**src/verilog/wit_defs.svh**
```systemverilog
`ifndef WIT_DEFS_SVH
`define WIT_DEFS_SVH
// device bus map
`define WIT_CSR_RD_ADDR 16'hffa8
`define WIT_CNT_RD_ADDR 16'hffa9
`define WIT_WR_ADDR 16'hffaa
`define WIT_SYSCTL_ADDR 16'hffc4
`define WIT_PASS_CNT 8'h5a
`define WIT_PASS_CSR 8'ha5
// control/status field positions
`define WIT_FLAG_BIT 7
`define WIT_MODE_BIT 6
`define WIT_RUN_BIT 5
`define WIT_ACT_BIT 3
`define WIT_DIV_MSB 2
`define WIT_CNT_RESET 8'h00
`define WIT_RSVD_VALUE 1'b1
`define WIT_PIN_RST_BIT 0
// prescaler masks: tick every 2,32,64,128,256,512,2048,4096 clocks
`define WIT_DIV0_MASK 12'h001
`define WIT_DIV1_MASK 12'h01f
`define WIT_DIV2_MASK 12'h03f
`define WIT_DIV3_MASK 12'h07f
`define WIT_DIV4_MASK 12'h0ff
`define WIT_DIV5_MASK 12'h1ff
`define WIT_DIV6_MASK 12'h7ff
`define WIT_DIV7_MASK 12'hfff
`define WIT_RESET_HOLD 10'd518
// controller AXI4-Lite map
`define WIT_H_CMD 6'h00
`define WIT_H_STATUS 6'h01
`define WIT_H_CTRL 6'h02
`define WIT_H_EVENTS 6'h03
`define WIT_KICK_CYCLES 1000
`define WIT_AXI_OKAY 2'b00
`endif

```
**src/verilog/wit_pkg.sv**
```systemverilog
`default_nettype none
package wit_pkg;
  typedef enum logic [2:0] {
    WIT_T_WR_CNT = 3'h0,
    WIT_T_WR_CSR = 3'h1,
    WIT_T_RD_CSR = 3'h2,
    WIT_T_RD_CNT = 3'h3,
    WIT_T_RD_SYS = 3'h4,
    WIT_T_RAW_BYTE = 3'h5,
    WIT_T_RAW_WORD = 3'h6,
    WIT_T_NONE = 3'h7
  } wit_target_t;
  typedef enum {WIT_IDLE, WIT_ISSUE, WIT_WAIT} wit_host_state_t;
endpackage : wit_pkg
`default_nettype wire

```
**src/verilog/wit_bus_if.sv**
```systemverilog
`timescale 1ns/1ns
`default_nettype none
interface wit_bus_if;
  logic req;
  logic we;
  logic word;
  logic [15:0] addr;
  logic [15:0] wdata;
  logic ack;
  logic [7:0] rdata;
  logic ext_reset_n;
  logic standby_exit;
  logic chip_reset_n;
  logic nmi_req;
  logic overflow_irq;
  modport device (
    input req, we, word, addr, wdata, ext_reset_n, standby_exit,
    output ack, rdata, chip_reset_n, nmi_req, overflow_irq
  );
  modport host (
    output req, we, word, addr, wdata, ext_reset_n, standby_exit,
    input ack, rdata, chip_reset_n, nmi_req, overflow_irq
  );
endinterface : wit_bus_if
`default_nettype wire

```
**src/verilog/wit_host.sv**
```systemverilog
`timescale 1ns/1ns
`default_nettype none
`include "wit_defs.svh"
module wit_host
  import wit_pkg::*;
#(
  parameter int KICK_CYCLES = `WIT_KICK_CYCLES
) (
  input wire logic aclk,
  input wire logic aresetn,
  input wire logic [7:0] s_axi_awaddr,
  input wire logic s_axi_awvalid,
  output logic s_axi_awready,
  input wire logic [31:0] s_axi_wdata,
  input wire logic [3:0] s_axi_wstrb,
  input wire logic s_axi_wvalid,
  output logic s_axi_wready,
  output logic [1:0] s_axi_bresp,
  output logic s_axi_bvalid,
  input wire logic s_axi_bready,
  input wire logic [7:0] s_axi_araddr,
  input wire logic s_axi_arvalid,
  output logic s_axi_arready,
  output logic [31:0] s_axi_rdata,
  output logic [1:0] s_axi_rresp,
  output logic s_axi_rvalid,
  input wire logic s_axi_rready,
  wit_bus_if.host bus
);

  wit_host_state_t state;
  logic aw_got;
  logic w_got;
  logic [5:0] aw_idx;
  logic [31:0] w_q;
  logic do_write;
  logic cmd_go;
  logic kick_go;
  logic [15:0] kick_cnt;
  logic [2:0] ctrl;
  logic [2:0] events;
  logic [7:0] last_rdata;
  wit_target_t tgt;
  logic [31:0] status;

  ////////////////////////////////////////////////////////////////////
  // AXI4-Lite write channels

  assign do_write = aw_got && w_got && !s_axi_bvalid;

  always_ff @(posedge aclk) begin
    if (!aresetn) begin
      s_axi_awready <= 1'b0;
      aw_got <= 1'b0;
      aw_idx <= 6'h00;
    end else if (s_axi_awvalid && s_axi_awready) begin
      s_axi_awready <= 1'b0;
      aw_got <= 1'b1;
      aw_idx <= s_axi_awaddr[7:2];
    end else if (do_write) begin
      aw_got <= 1'b0;
    end else if (!aw_got && !s_axi_bvalid) begin
      s_axi_awready <= 1'b1;
    end
  end

  always_ff @(posedge aclk) begin
    if (!aresetn) begin
      s_axi_wready <= 1'b0;
      w_got <= 1'b0;
      w_q <= 32'h0000_0000;
    end else if (s_axi_wvalid && s_axi_wready) begin
      s_axi_wready <= 1'b0;
      w_got <= 1'b1;
      w_q <= s_axi_wdata;
    end else if (do_write) begin
      w_got <= 1'b0;
    end else if (!w_got && !s_axi_bvalid) begin
      s_axi_wready <= 1'b1;
    end
  end

  // byte strobes ignored: each register is written as a whole word
  always_ff @(posedge aclk) begin
    if (!aresetn) begin
      s_axi_bvalid <= 1'b0;
      s_axi_bresp <= `WIT_AXI_OKAY;
    end else if (do_write) begin
      s_axi_bvalid <= 1'b1;
    end else if (s_axi_bready) begin
      s_axi_bvalid <= 1'b0;
    end
  end

  ////////////////////////////////////////////////////////////////////
  // controller registers

  always_ff @(posedge aclk) begin
    if (!aresetn) begin
      ctrl <= 3'h0;
    end else if (do_write && (aw_idx == `WIT_H_CTRL)) begin
      ctrl <= w_q[2:0];
    end else begin
      ctrl[1] <= 1'b0;
    end
  end

  // sticky device events; a new event wins over write-one-to-clear
  always_ff @(posedge aclk) begin
    if (!aresetn) begin
      events <= 3'h0;
    end else begin
      events <= (events & ~((do_write && (aw_idx == `WIT_H_EVENTS)) ? w_q[2:0] : 3'h0))
                | {!bus.chip_reset_n, bus.overflow_irq, bus.nmi_req};
    end
  end

  always_ff @(posedge aclk) begin
    if (!aresetn) begin
      bus.ext_reset_n <= 1'b1;
      bus.standby_exit <= 1'b0;
    end else begin
      bus.ext_reset_n <= !ctrl[0];
      bus.standby_exit <= ctrl[1];
    end
  end

  assign status = {16'h0000, last_rdata, 5'h00, bus.chip_reset_n, ctrl[2],
                   (state != WIT_IDLE)};

  ////////////////////////////////////////////////////////////////////
  // AXI4-Lite read channel

  always_ff @(posedge aclk) begin
    if (!aresetn) begin
      s_axi_arready <= 1'b0;
      s_axi_rvalid <= 1'b0;
      s_axi_rdata <= 32'h0000_0000;
      s_axi_rresp <= `WIT_AXI_OKAY;
    end else if (s_axi_arvalid && s_axi_arready) begin
      s_axi_arready <= 1'b0;
      s_axi_rvalid <= 1'b1;
      case (s_axi_araddr[7:2])
        `WIT_H_STATUS: s_axi_rdata <= status;
        `WIT_H_CTRL: s_axi_rdata <= {29'h0, ctrl};
        `WIT_H_EVENTS: s_axi_rdata <= {29'h0, events};
        default: s_axi_rdata <= 32'h0000_0000;
      endcase
    end else if (s_axi_rvalid && s_axi_rready) begin
      s_axi_rvalid <= 1'b0;
    end else if (!s_axi_rvalid) begin
      s_axi_arready <= 1'b1;
    end
  end

  ////////////////////////////////////////////////////////////////////
  // device bus sequencer

  // commands while busy are dropped; software polls busy first
  assign tgt = wit_target_t'(w_q[18:16]);
  assign cmd_go = do_write && (aw_idx == `WIT_H_CMD) && (tgt != WIT_T_NONE);
  assign kick_go = ctrl[2] && (kick_cnt == 16'(KICK_CYCLES - 1));

  always_ff @(posedge aclk) begin
    if (!aresetn || !ctrl[2]) begin
      kick_cnt <= 16'h0000;
    end else if (kick_go) begin
      kick_cnt <= 16'h0000;
    end else begin
      kick_cnt <= kick_cnt + 16'h0001;
    end
  end

  always_ff @(posedge aclk) begin
    if (!aresetn) begin
      state <= WIT_IDLE;
      bus.req <= 1'b0;
      bus.we <= 1'b0;
      bus.word <= 1'b0;
      bus.addr <= 16'h0000;
      bus.wdata <= 16'h0000;
      last_rdata <= 8'h00;
    end else begin
      case (state)
        WIT_IDLE: begin
          if (cmd_go) begin
            state <= WIT_ISSUE;
            bus.req <= 1'b1;
            bus.we <= (tgt == WIT_T_WR_CNT) || (tgt == WIT_T_WR_CSR) ||
                      (tgt == WIT_T_RAW_BYTE) || (tgt == WIT_T_RAW_WORD);
            bus.word <= (tgt == WIT_T_WR_CNT) || (tgt == WIT_T_WR_CSR) ||
                        (tgt == WIT_T_RAW_WORD);
            case (tgt)
              WIT_T_WR_CNT: bus.wdata <= {`WIT_PASS_CNT, w_q[7:0]};
              WIT_T_WR_CSR: bus.wdata <= {`WIT_PASS_CSR, w_q[7:0]};
              WIT_T_RAW_WORD: bus.wdata <= w_q[15:0];
              default: bus.wdata <= {8'h00, w_q[7:0]};
            endcase
            case (tgt)
              WIT_T_RD_CSR: bus.addr <= `WIT_CSR_RD_ADDR;
              WIT_T_RD_CNT: bus.addr <= `WIT_CNT_RD_ADDR;
              WIT_T_RD_SYS: bus.addr <= `WIT_SYSCTL_ADDR;
              default: bus.addr <= `WIT_WR_ADDR;
            endcase
          end else if (kick_go) begin
            state <= WIT_ISSUE;
            bus.req <= 1'b1;
            bus.we <= 1'b1;
            bus.word <= 1'b1;
            bus.addr <= `WIT_WR_ADDR;
            bus.wdata <= {`WIT_PASS_CNT, `WIT_CNT_RESET};
          end
        end
        WIT_ISSUE: begin
          bus.req <= 1'b0;
          state <= WIT_WAIT;
        end
        WIT_WAIT: begin
          if (bus.ack) begin
            state <= WIT_IDLE;
            if (!bus.we) begin
              last_rdata <= bus.rdata;
            end
          end
        end
        default: state <= WIT_IDLE;
      endcase
    end
  end

endmodule : wit_host
`default_nettype wire

```
**src/flat_wrapper.sv**
```systemverilog
// flat-port wrapper written by rule: the top's interface ports become plain ports
module wit_host_flat import wit_pkg::*;
#(
  parameter int KICK_CYCLES = `WIT_KICK_CYCLES
)
  (aclk, aresetn, s_axi_awaddr, s_axi_awvalid, s_axi_awready, s_axi_wdata, s_axi_wstrb, s_axi_wvalid, s_axi_wready, s_axi_bresp, s_axi_bvalid, s_axi_bready, s_axi_araddr, s_axi_arvalid, s_axi_arready, s_axi_rdata, s_axi_rresp, s_axi_rvalid, s_axi_rready, bus_req, bus_we, bus_word, bus_addr, bus_wdata, bus_ext_reset_n, bus_standby_exit, bus_ack, bus_rdata, bus_chip_reset_n, bus_nmi_req, bus_overflow_irq);
  wit_bus_if bus_i ();
  input wire logic aclk;
  input wire logic aresetn;
  input wire logic [7:0] s_axi_awaddr;
  input wire logic s_axi_awvalid;
  output logic s_axi_awready;
  input wire logic [31:0] s_axi_wdata;
  input wire logic [3:0] s_axi_wstrb;
  input wire logic s_axi_wvalid;
  output logic s_axi_wready;
  output logic [1:0] s_axi_bresp;
  output logic s_axi_bvalid;
  input wire logic s_axi_bready;
  input wire logic [7:0] s_axi_araddr;
  input wire logic s_axi_arvalid;
  output logic s_axi_arready;
  output logic [31:0] s_axi_rdata;
  output logic [1:0] s_axi_rresp;
  output logic s_axi_rvalid;
  input wire logic s_axi_rready;
  output wire logic [$bits(bus_i.req)-1:0] bus_req;
  output wire logic [$bits(bus_i.we)-1:0] bus_we;
  output wire logic [$bits(bus_i.word)-1:0] bus_word;
  output wire logic [$bits(bus_i.addr)-1:0] bus_addr;
  output wire logic [$bits(bus_i.wdata)-1:0] bus_wdata;
  output wire logic [$bits(bus_i.ext_reset_n)-1:0] bus_ext_reset_n;
  output wire logic [$bits(bus_i.standby_exit)-1:0] bus_standby_exit;
  input wire logic [$bits(bus_i.ack)-1:0] bus_ack;
  input wire logic [$bits(bus_i.rdata)-1:0] bus_rdata;
  input wire logic [$bits(bus_i.chip_reset_n)-1:0] bus_chip_reset_n;
  input wire logic [$bits(bus_i.nmi_req)-1:0] bus_nmi_req;
  input wire logic [$bits(bus_i.overflow_irq)-1:0] bus_overflow_irq;
  assign bus_req = bus_i.req;
  assign bus_we = bus_i.we;
  assign bus_word = bus_i.word;
  assign bus_addr = bus_i.addr;
  assign bus_wdata = bus_i.wdata;
  assign bus_ext_reset_n = bus_i.ext_reset_n;
  assign bus_standby_exit = bus_i.standby_exit;
  assign bus_i.ack = bus_ack;
  assign bus_i.rdata = bus_rdata;
  assign bus_i.chip_reset_n = bus_chip_reset_n;
  assign bus_i.nmi_req = bus_nmi_req;
  assign bus_i.overflow_irq = bus_overflow_irq;
  wit_host #(.KICK_CYCLES(KICK_CYCLES)) u_core (.aclk(aclk), .aresetn(aresetn), .s_axi_awaddr(s_axi_awaddr), .s_axi_awvalid(s_axi_awvalid), .s_axi_awready(s_axi_awready), .s_axi_wdata(s_axi_wdata), .s_axi_wstrb(s_axi_wstrb), .s_axi_wvalid(s_axi_wvalid), .s_axi_wready(s_axi_wready), .s_axi_bresp(s_axi_bresp), .s_axi_bvalid(s_axi_bvalid), .s_axi_bready(s_axi_bready), .s_axi_araddr(s_axi_araddr), .s_axi_arvalid(s_axi_arvalid), .s_axi_arready(s_axi_arready), .s_axi_rdata(s_axi_rdata), .s_axi_rresp(s_axi_rresp), .s_axi_rvalid(s_axi_rvalid), .s_axi_rready(s_axi_rready), .bus(bus_i));
endmodule
```
**config.mk**
```make
export PLATFORM = sky130hd
export DESIGN_NAME = wit_host_flat
export DESIGN_NICKNAME = d
export VERILOG_FILES = /design/src/verilog/wit_pkg.sv /design/src/verilog/wit_bus_if.sv /design/src/verilog/wit_host.sv /design/src/flat_wrapper.sv
export VERILOG_INCLUDE_DIRS = /design/src /design/src/verilog
export SDC_FILE = /design/constraint.sdc
export NUM_CORES = 1
export LEC_CHECK = 0
export BUFFER_PORTS_ARGS = -buffer_cell sky130_fd_sc_hd__buf_2
export CORE_UTILIZATION = 45
export CTS_BUF_LIST = sky130_fd_sc_hd__clkbuf_16
export DETAILED_ROUTE_END_ITERATION = 10
export GPL_TIMING_DRIVEN = 0
export PLACE_DENSITY_LB_ADDON = 0.08
export REMOVE_ABC_BUFFERS = 1
export SLEW_MARGIN = 30
export SYNTH_ARGS = -nofsm -noshare
export SYNTH_HDL_FRONTEND = slang
export SYNTH_SLANG_ARGS = --single-unit
export TNS_END_PERCENT = 20
```
**constraint.sdc**
```tcl
create_clock -name aclk -period 1.6 [get_ports aclk]
set_clock_uncertainty 0.1 [all_clocks]
set_input_delay 0.32 -clock aclk [delete_from_list [all_inputs] [get_ports aclk]]
set_output_delay 0.32 -clock aclk [all_outputs]
set_load 0.005 [all_outputs]
```
==> reports/metrics.cfg <==
[floorplanning]
rows=35
start_util_pct=46.5
die_height_um=99.7
die_x_um=99.7
core-area_um2=9240
fp.dieArea_um2=9930
ioPinCount=149

[pwr]
power_frac_clock_pct=41.8
power.internal_w=0.00393
peakVddDrop_uv=668
powerDensity_nw_per_um2=971
pwr-share-comb_pct=6.5
netSwitchingPower_w=0.00114
power.leakage_nw=2.10
pwr-share-seq_pct=51.7
p_sw_share_pct=22.4

[hold_path]
whs_path_depth=2
hp-class=input port to flop
whs_endpoint=u_core.events[2]
hold_start=bus_chip_reset_n

[cts]
clockBufferDepth=2
clk_pin_slew_ns=0.07
clkLatencyLatePin_ns=0.34
h-tree-depth=3
cts-root-buf=clkbuf_16
cts_tree=yes
clock-sinks=101
cts_buffers=9

[setup_path]
rr_startpoint=u_core.aw_idx[5]
worstRegToRegCells=7
worstPathArrival_ns=1.87
startpoint=u_core.aw_idx[5]
path_class=flop to flop
required_ns=1.78
startpoint_type=flop
cp_max_fo=11
r2r_setup_slack_ns=-0.09
endpoint_kind=flop
regToRegEndpoint=u_core.bus.wdata[14]

[final_layout]
insertedDiodeCount=0
syn_to_final_growth_pct=21.5
final_util_pct=56.4
nets=633
final_area_um2=5220
layout-drive-gt1-share_pct=27.7

[place]
dpl_cell_area_um2=4710
portBuffers=101
place.gp.congestion=0.758
dp_hpwl_um=5760

[detailed_routing]
num_vias=3349
drt-pass1-iter-count=4
drt-initial-drc-count=122
drc_errors=0
wl_per_cell_um=12.3
via_per_inst=4.82
ant_nets=0
wl_um=8560

[timing]
relSlewSlack_pct=52.1
tightest_slew_ns=0.717
finalSetupViolCount=36
finalHoldViolCount=0
fmax_ghz=0.592
hold_ws_ns=0.0838
final.setup.tns_ns=-1.58
drv_slew=0
rsz0062_at_grt=true
period_share_pct=106
layout_setup_ws_ns=-0.0889
min_period_ns=1.69

[yosys]
syn_inst=471
synth_edf_count=0
ys_seq_area_share_pct=47.1
ys.flop_type=dfxtp_1
synth-async-reset-ratio_pct=0
synth_area_leaders=dfxtp_1 (47%), buf_4 (6.3%), nand2_1 (6.0%)
yosysUniqueCellTypes=48
netlist.area_leader.share_pct=47.1
yosysWarnings=0
yosys.area.top_type=dfxtp_1
synth_area_um2=4290
syn_area_per_cell_um2=9.11
synth_seq_cells=101

[global_routing]
overflow=0
grt_max_degree=88
grt_first_pass_wirelength_um=14100
antenna_found_initial=0
grt_use_total_pct=17.8
grt_pass1_vias=2976

[outcome]
outcome=finished with violations
violations=negative setup slack

[flow_run]
drv_cap=0

-- cell families (layout without fill, tap and decap cells) --
group / after synthesis / in the layout / share of synthesized area, %
flops: 101 / 101 / 47.1
fa+ha+maj: 1 / 1 / 0.291
other cells: 1 / 26 / 0.0874
xor+xnor: 14 / 14 / 2.86
simple gates: 190 / 190 / 22.9
mux: 13 / 13 / 3.09
buf+inv: 67 / 137 / 9.24
compound gates: 84 / 84 / 14.5
-- placed cells by master (no fill, tap or decap), types with 3 or more instances in the layout --
| cell | Yosys | layout |
|---|---|---|
| buf_2 | 8 | 100 |
| dfxtp_1 | 101 | 94 |
| nand2_1 | 69 | 69 |
| a21boi_0 | 30 | 30 |
| nand3_1 | 27 | 26 |
| conb_1 | 1 | 26 |
| nor2_1 | 29 | 25 |
| nor2b_1 | 14 | 14 |
| mux2i_1 | 11 | 11 |
| o22ai_1 | 10 | 10 |
| o21ai_0 | 9 | 9 |
| nor3_1 | 9 | 9 |
| nand4_1 | 9 | 9 |
| clkbuf_16 | 0 | 9 |
| buf_4 | 36 | 9 |
| and2_1 | 9 | 8 |
| a22o_1 | 8 | 8 |
| inv_1 | 6 | 7 |
| o21a_1 | 7 | 7 |
| xnor2_1 | 7 | 7 |
| xor2_1 | 7 | 7 |
| dfxtp_2 | 0 | 5 |
| nor4_1 | 4 | 4 |
| o221a_1 | 4 | 4 |
| a21oi_1 | 4 | 4 |
| o2bb2ai_1 | 4 | 4 |
| nor3b_1 | 3 | 3 |
| nor2_2 | 0 | 3 |
| clkinv_4 | 0 | 3 |
| buf_6 | 0 | 3 |
| buf_12 | 0 | 3 |
-- metal layers --
| metal | GRT usage (%) | vias to the layer above | wire length [um] |
|---|---|---|---|
| li1 | - | 1743 | - |
| met2 | 30.2 | 88 | 4010 |
| met4 | 5.77 | 0 | 109 |
| met3 | 4.43 | 9 | 434 |
| met5 | 0 | - | 0 |
| met1 | 22.1 | 1509 | 4010 |
-- worst max-delay path by stage --
| stage | to | depth (start not counted) |
|---|---|---|
| 6_report | u_core.bus.wdata[14] | 7 |
| 5_1_grt | u_core.bus.wdata[9] | 7 |
| 4_1_cts | u_core.bus.wdata[14] | 7 |
| 3_5_place_dp | u_core.bus.wdata[12] | 4 |
| 3_3_place_gp | u_core.bus.wdata[11] | 4 |
| 2_1_floorplan | u_core.bus.wdata[11] | 4 |
-- sequential cells by signal, summed over array words and instances (netlist names), 2 cells and up --
register	flops
u_core.aw_idx	6
u_core.bus.addr	5
u_core.bus.wdata	16
u_core.ctrl	3
u_core.events	3
u_core.kick_cnt	16
u_core.last_rdata	8
u_core.s_axi_rdata	11
u_core.state	2
u_core.w_q	19
-- final cells by class --
cell class | instances | area (um^2)
Clock buffer | 9 | 225
Clock inverter | 7 | 67.6
Fill cell | 888 | 4030
Inverter | 6 | 22.5
Multi-Input combinational cell | 328 | 2040
Sequential cell | 101 | 2040
Tap cell | 129 | 161
Timing Repair Buffer | 115 | 662
-- worst max-delay path, stage by stage, from the launching register on --
cell,delay (ns)
dfxtp_2,0.33
nor4_4,0.37
buf_4,0.18
nand4_1,0.10
buf_6,0.17
o21ai_4,0.07
buf_12,0.14
o221a_1,0.17
-- metrics by stage --
step                cells  total power [W]  setup slack, ns
floorplan             435          0.00283           -0.736
global placement      665          0.00298            -1.46
detailed placement    667          0.00299           -0.804
CTS                   694          0.00512          -0.0712
global route          695          0.00527           -0.171
finish                695          0.00506          -0.0889
-- power groups by stage --
stage | logic (W) | registers [W] | clock network, W
3_3_place_gp | 0.000302 | 0.00268 | 0
2_1_floorplan | 0.000159 | 0.00267 | 0
6_report | 0.000329 | 0.00262 | 0.00212
4_1_cts | 0.000328 | 0.00262 | 0.00218
3_5_place_dp | 0.000309 | 0.00268 | 0
5_1_grt | 0.000374 | 0.00263 | 0.00227
-- timing repair --
item | 4_1_cts | 5_1_grt
setup buffers | 11 | 1
endpoints found under the setup margin | 51 | 61
hold buffers | 0 | 0
pin swaps | 13 | 1
resized for setup | 23 | 7
-- synthesized netlist by cell type, types with 6 or more instances --
| library cell | count |
|---|---|
| nor3_1 | 9 |
| inv_1 | 6 |
| dfxtp_1 | 101 |
| clkbuf_1 | 14 |
| nand2_1 | 69 |
| a21boi_0 | 30 |
| nor2_1 | 29 |
| buf_2 | 8 |
| buf_4 | 36 |
| and2_1 | 9 |
| nand4_1 | 9 |
| xor2_1 | 7 |
| o21a_1 | 7 |
| xnor2_1 | 7 |
| o22ai_1 | 10 |
| nand3_1 | 27 |
| a22o_1 | 8 |
| mux2i_1 | 11 |
| nor2b_1 | 14 |
| o21ai_0 | 9 |
Power figures use the tool's default switching activity.
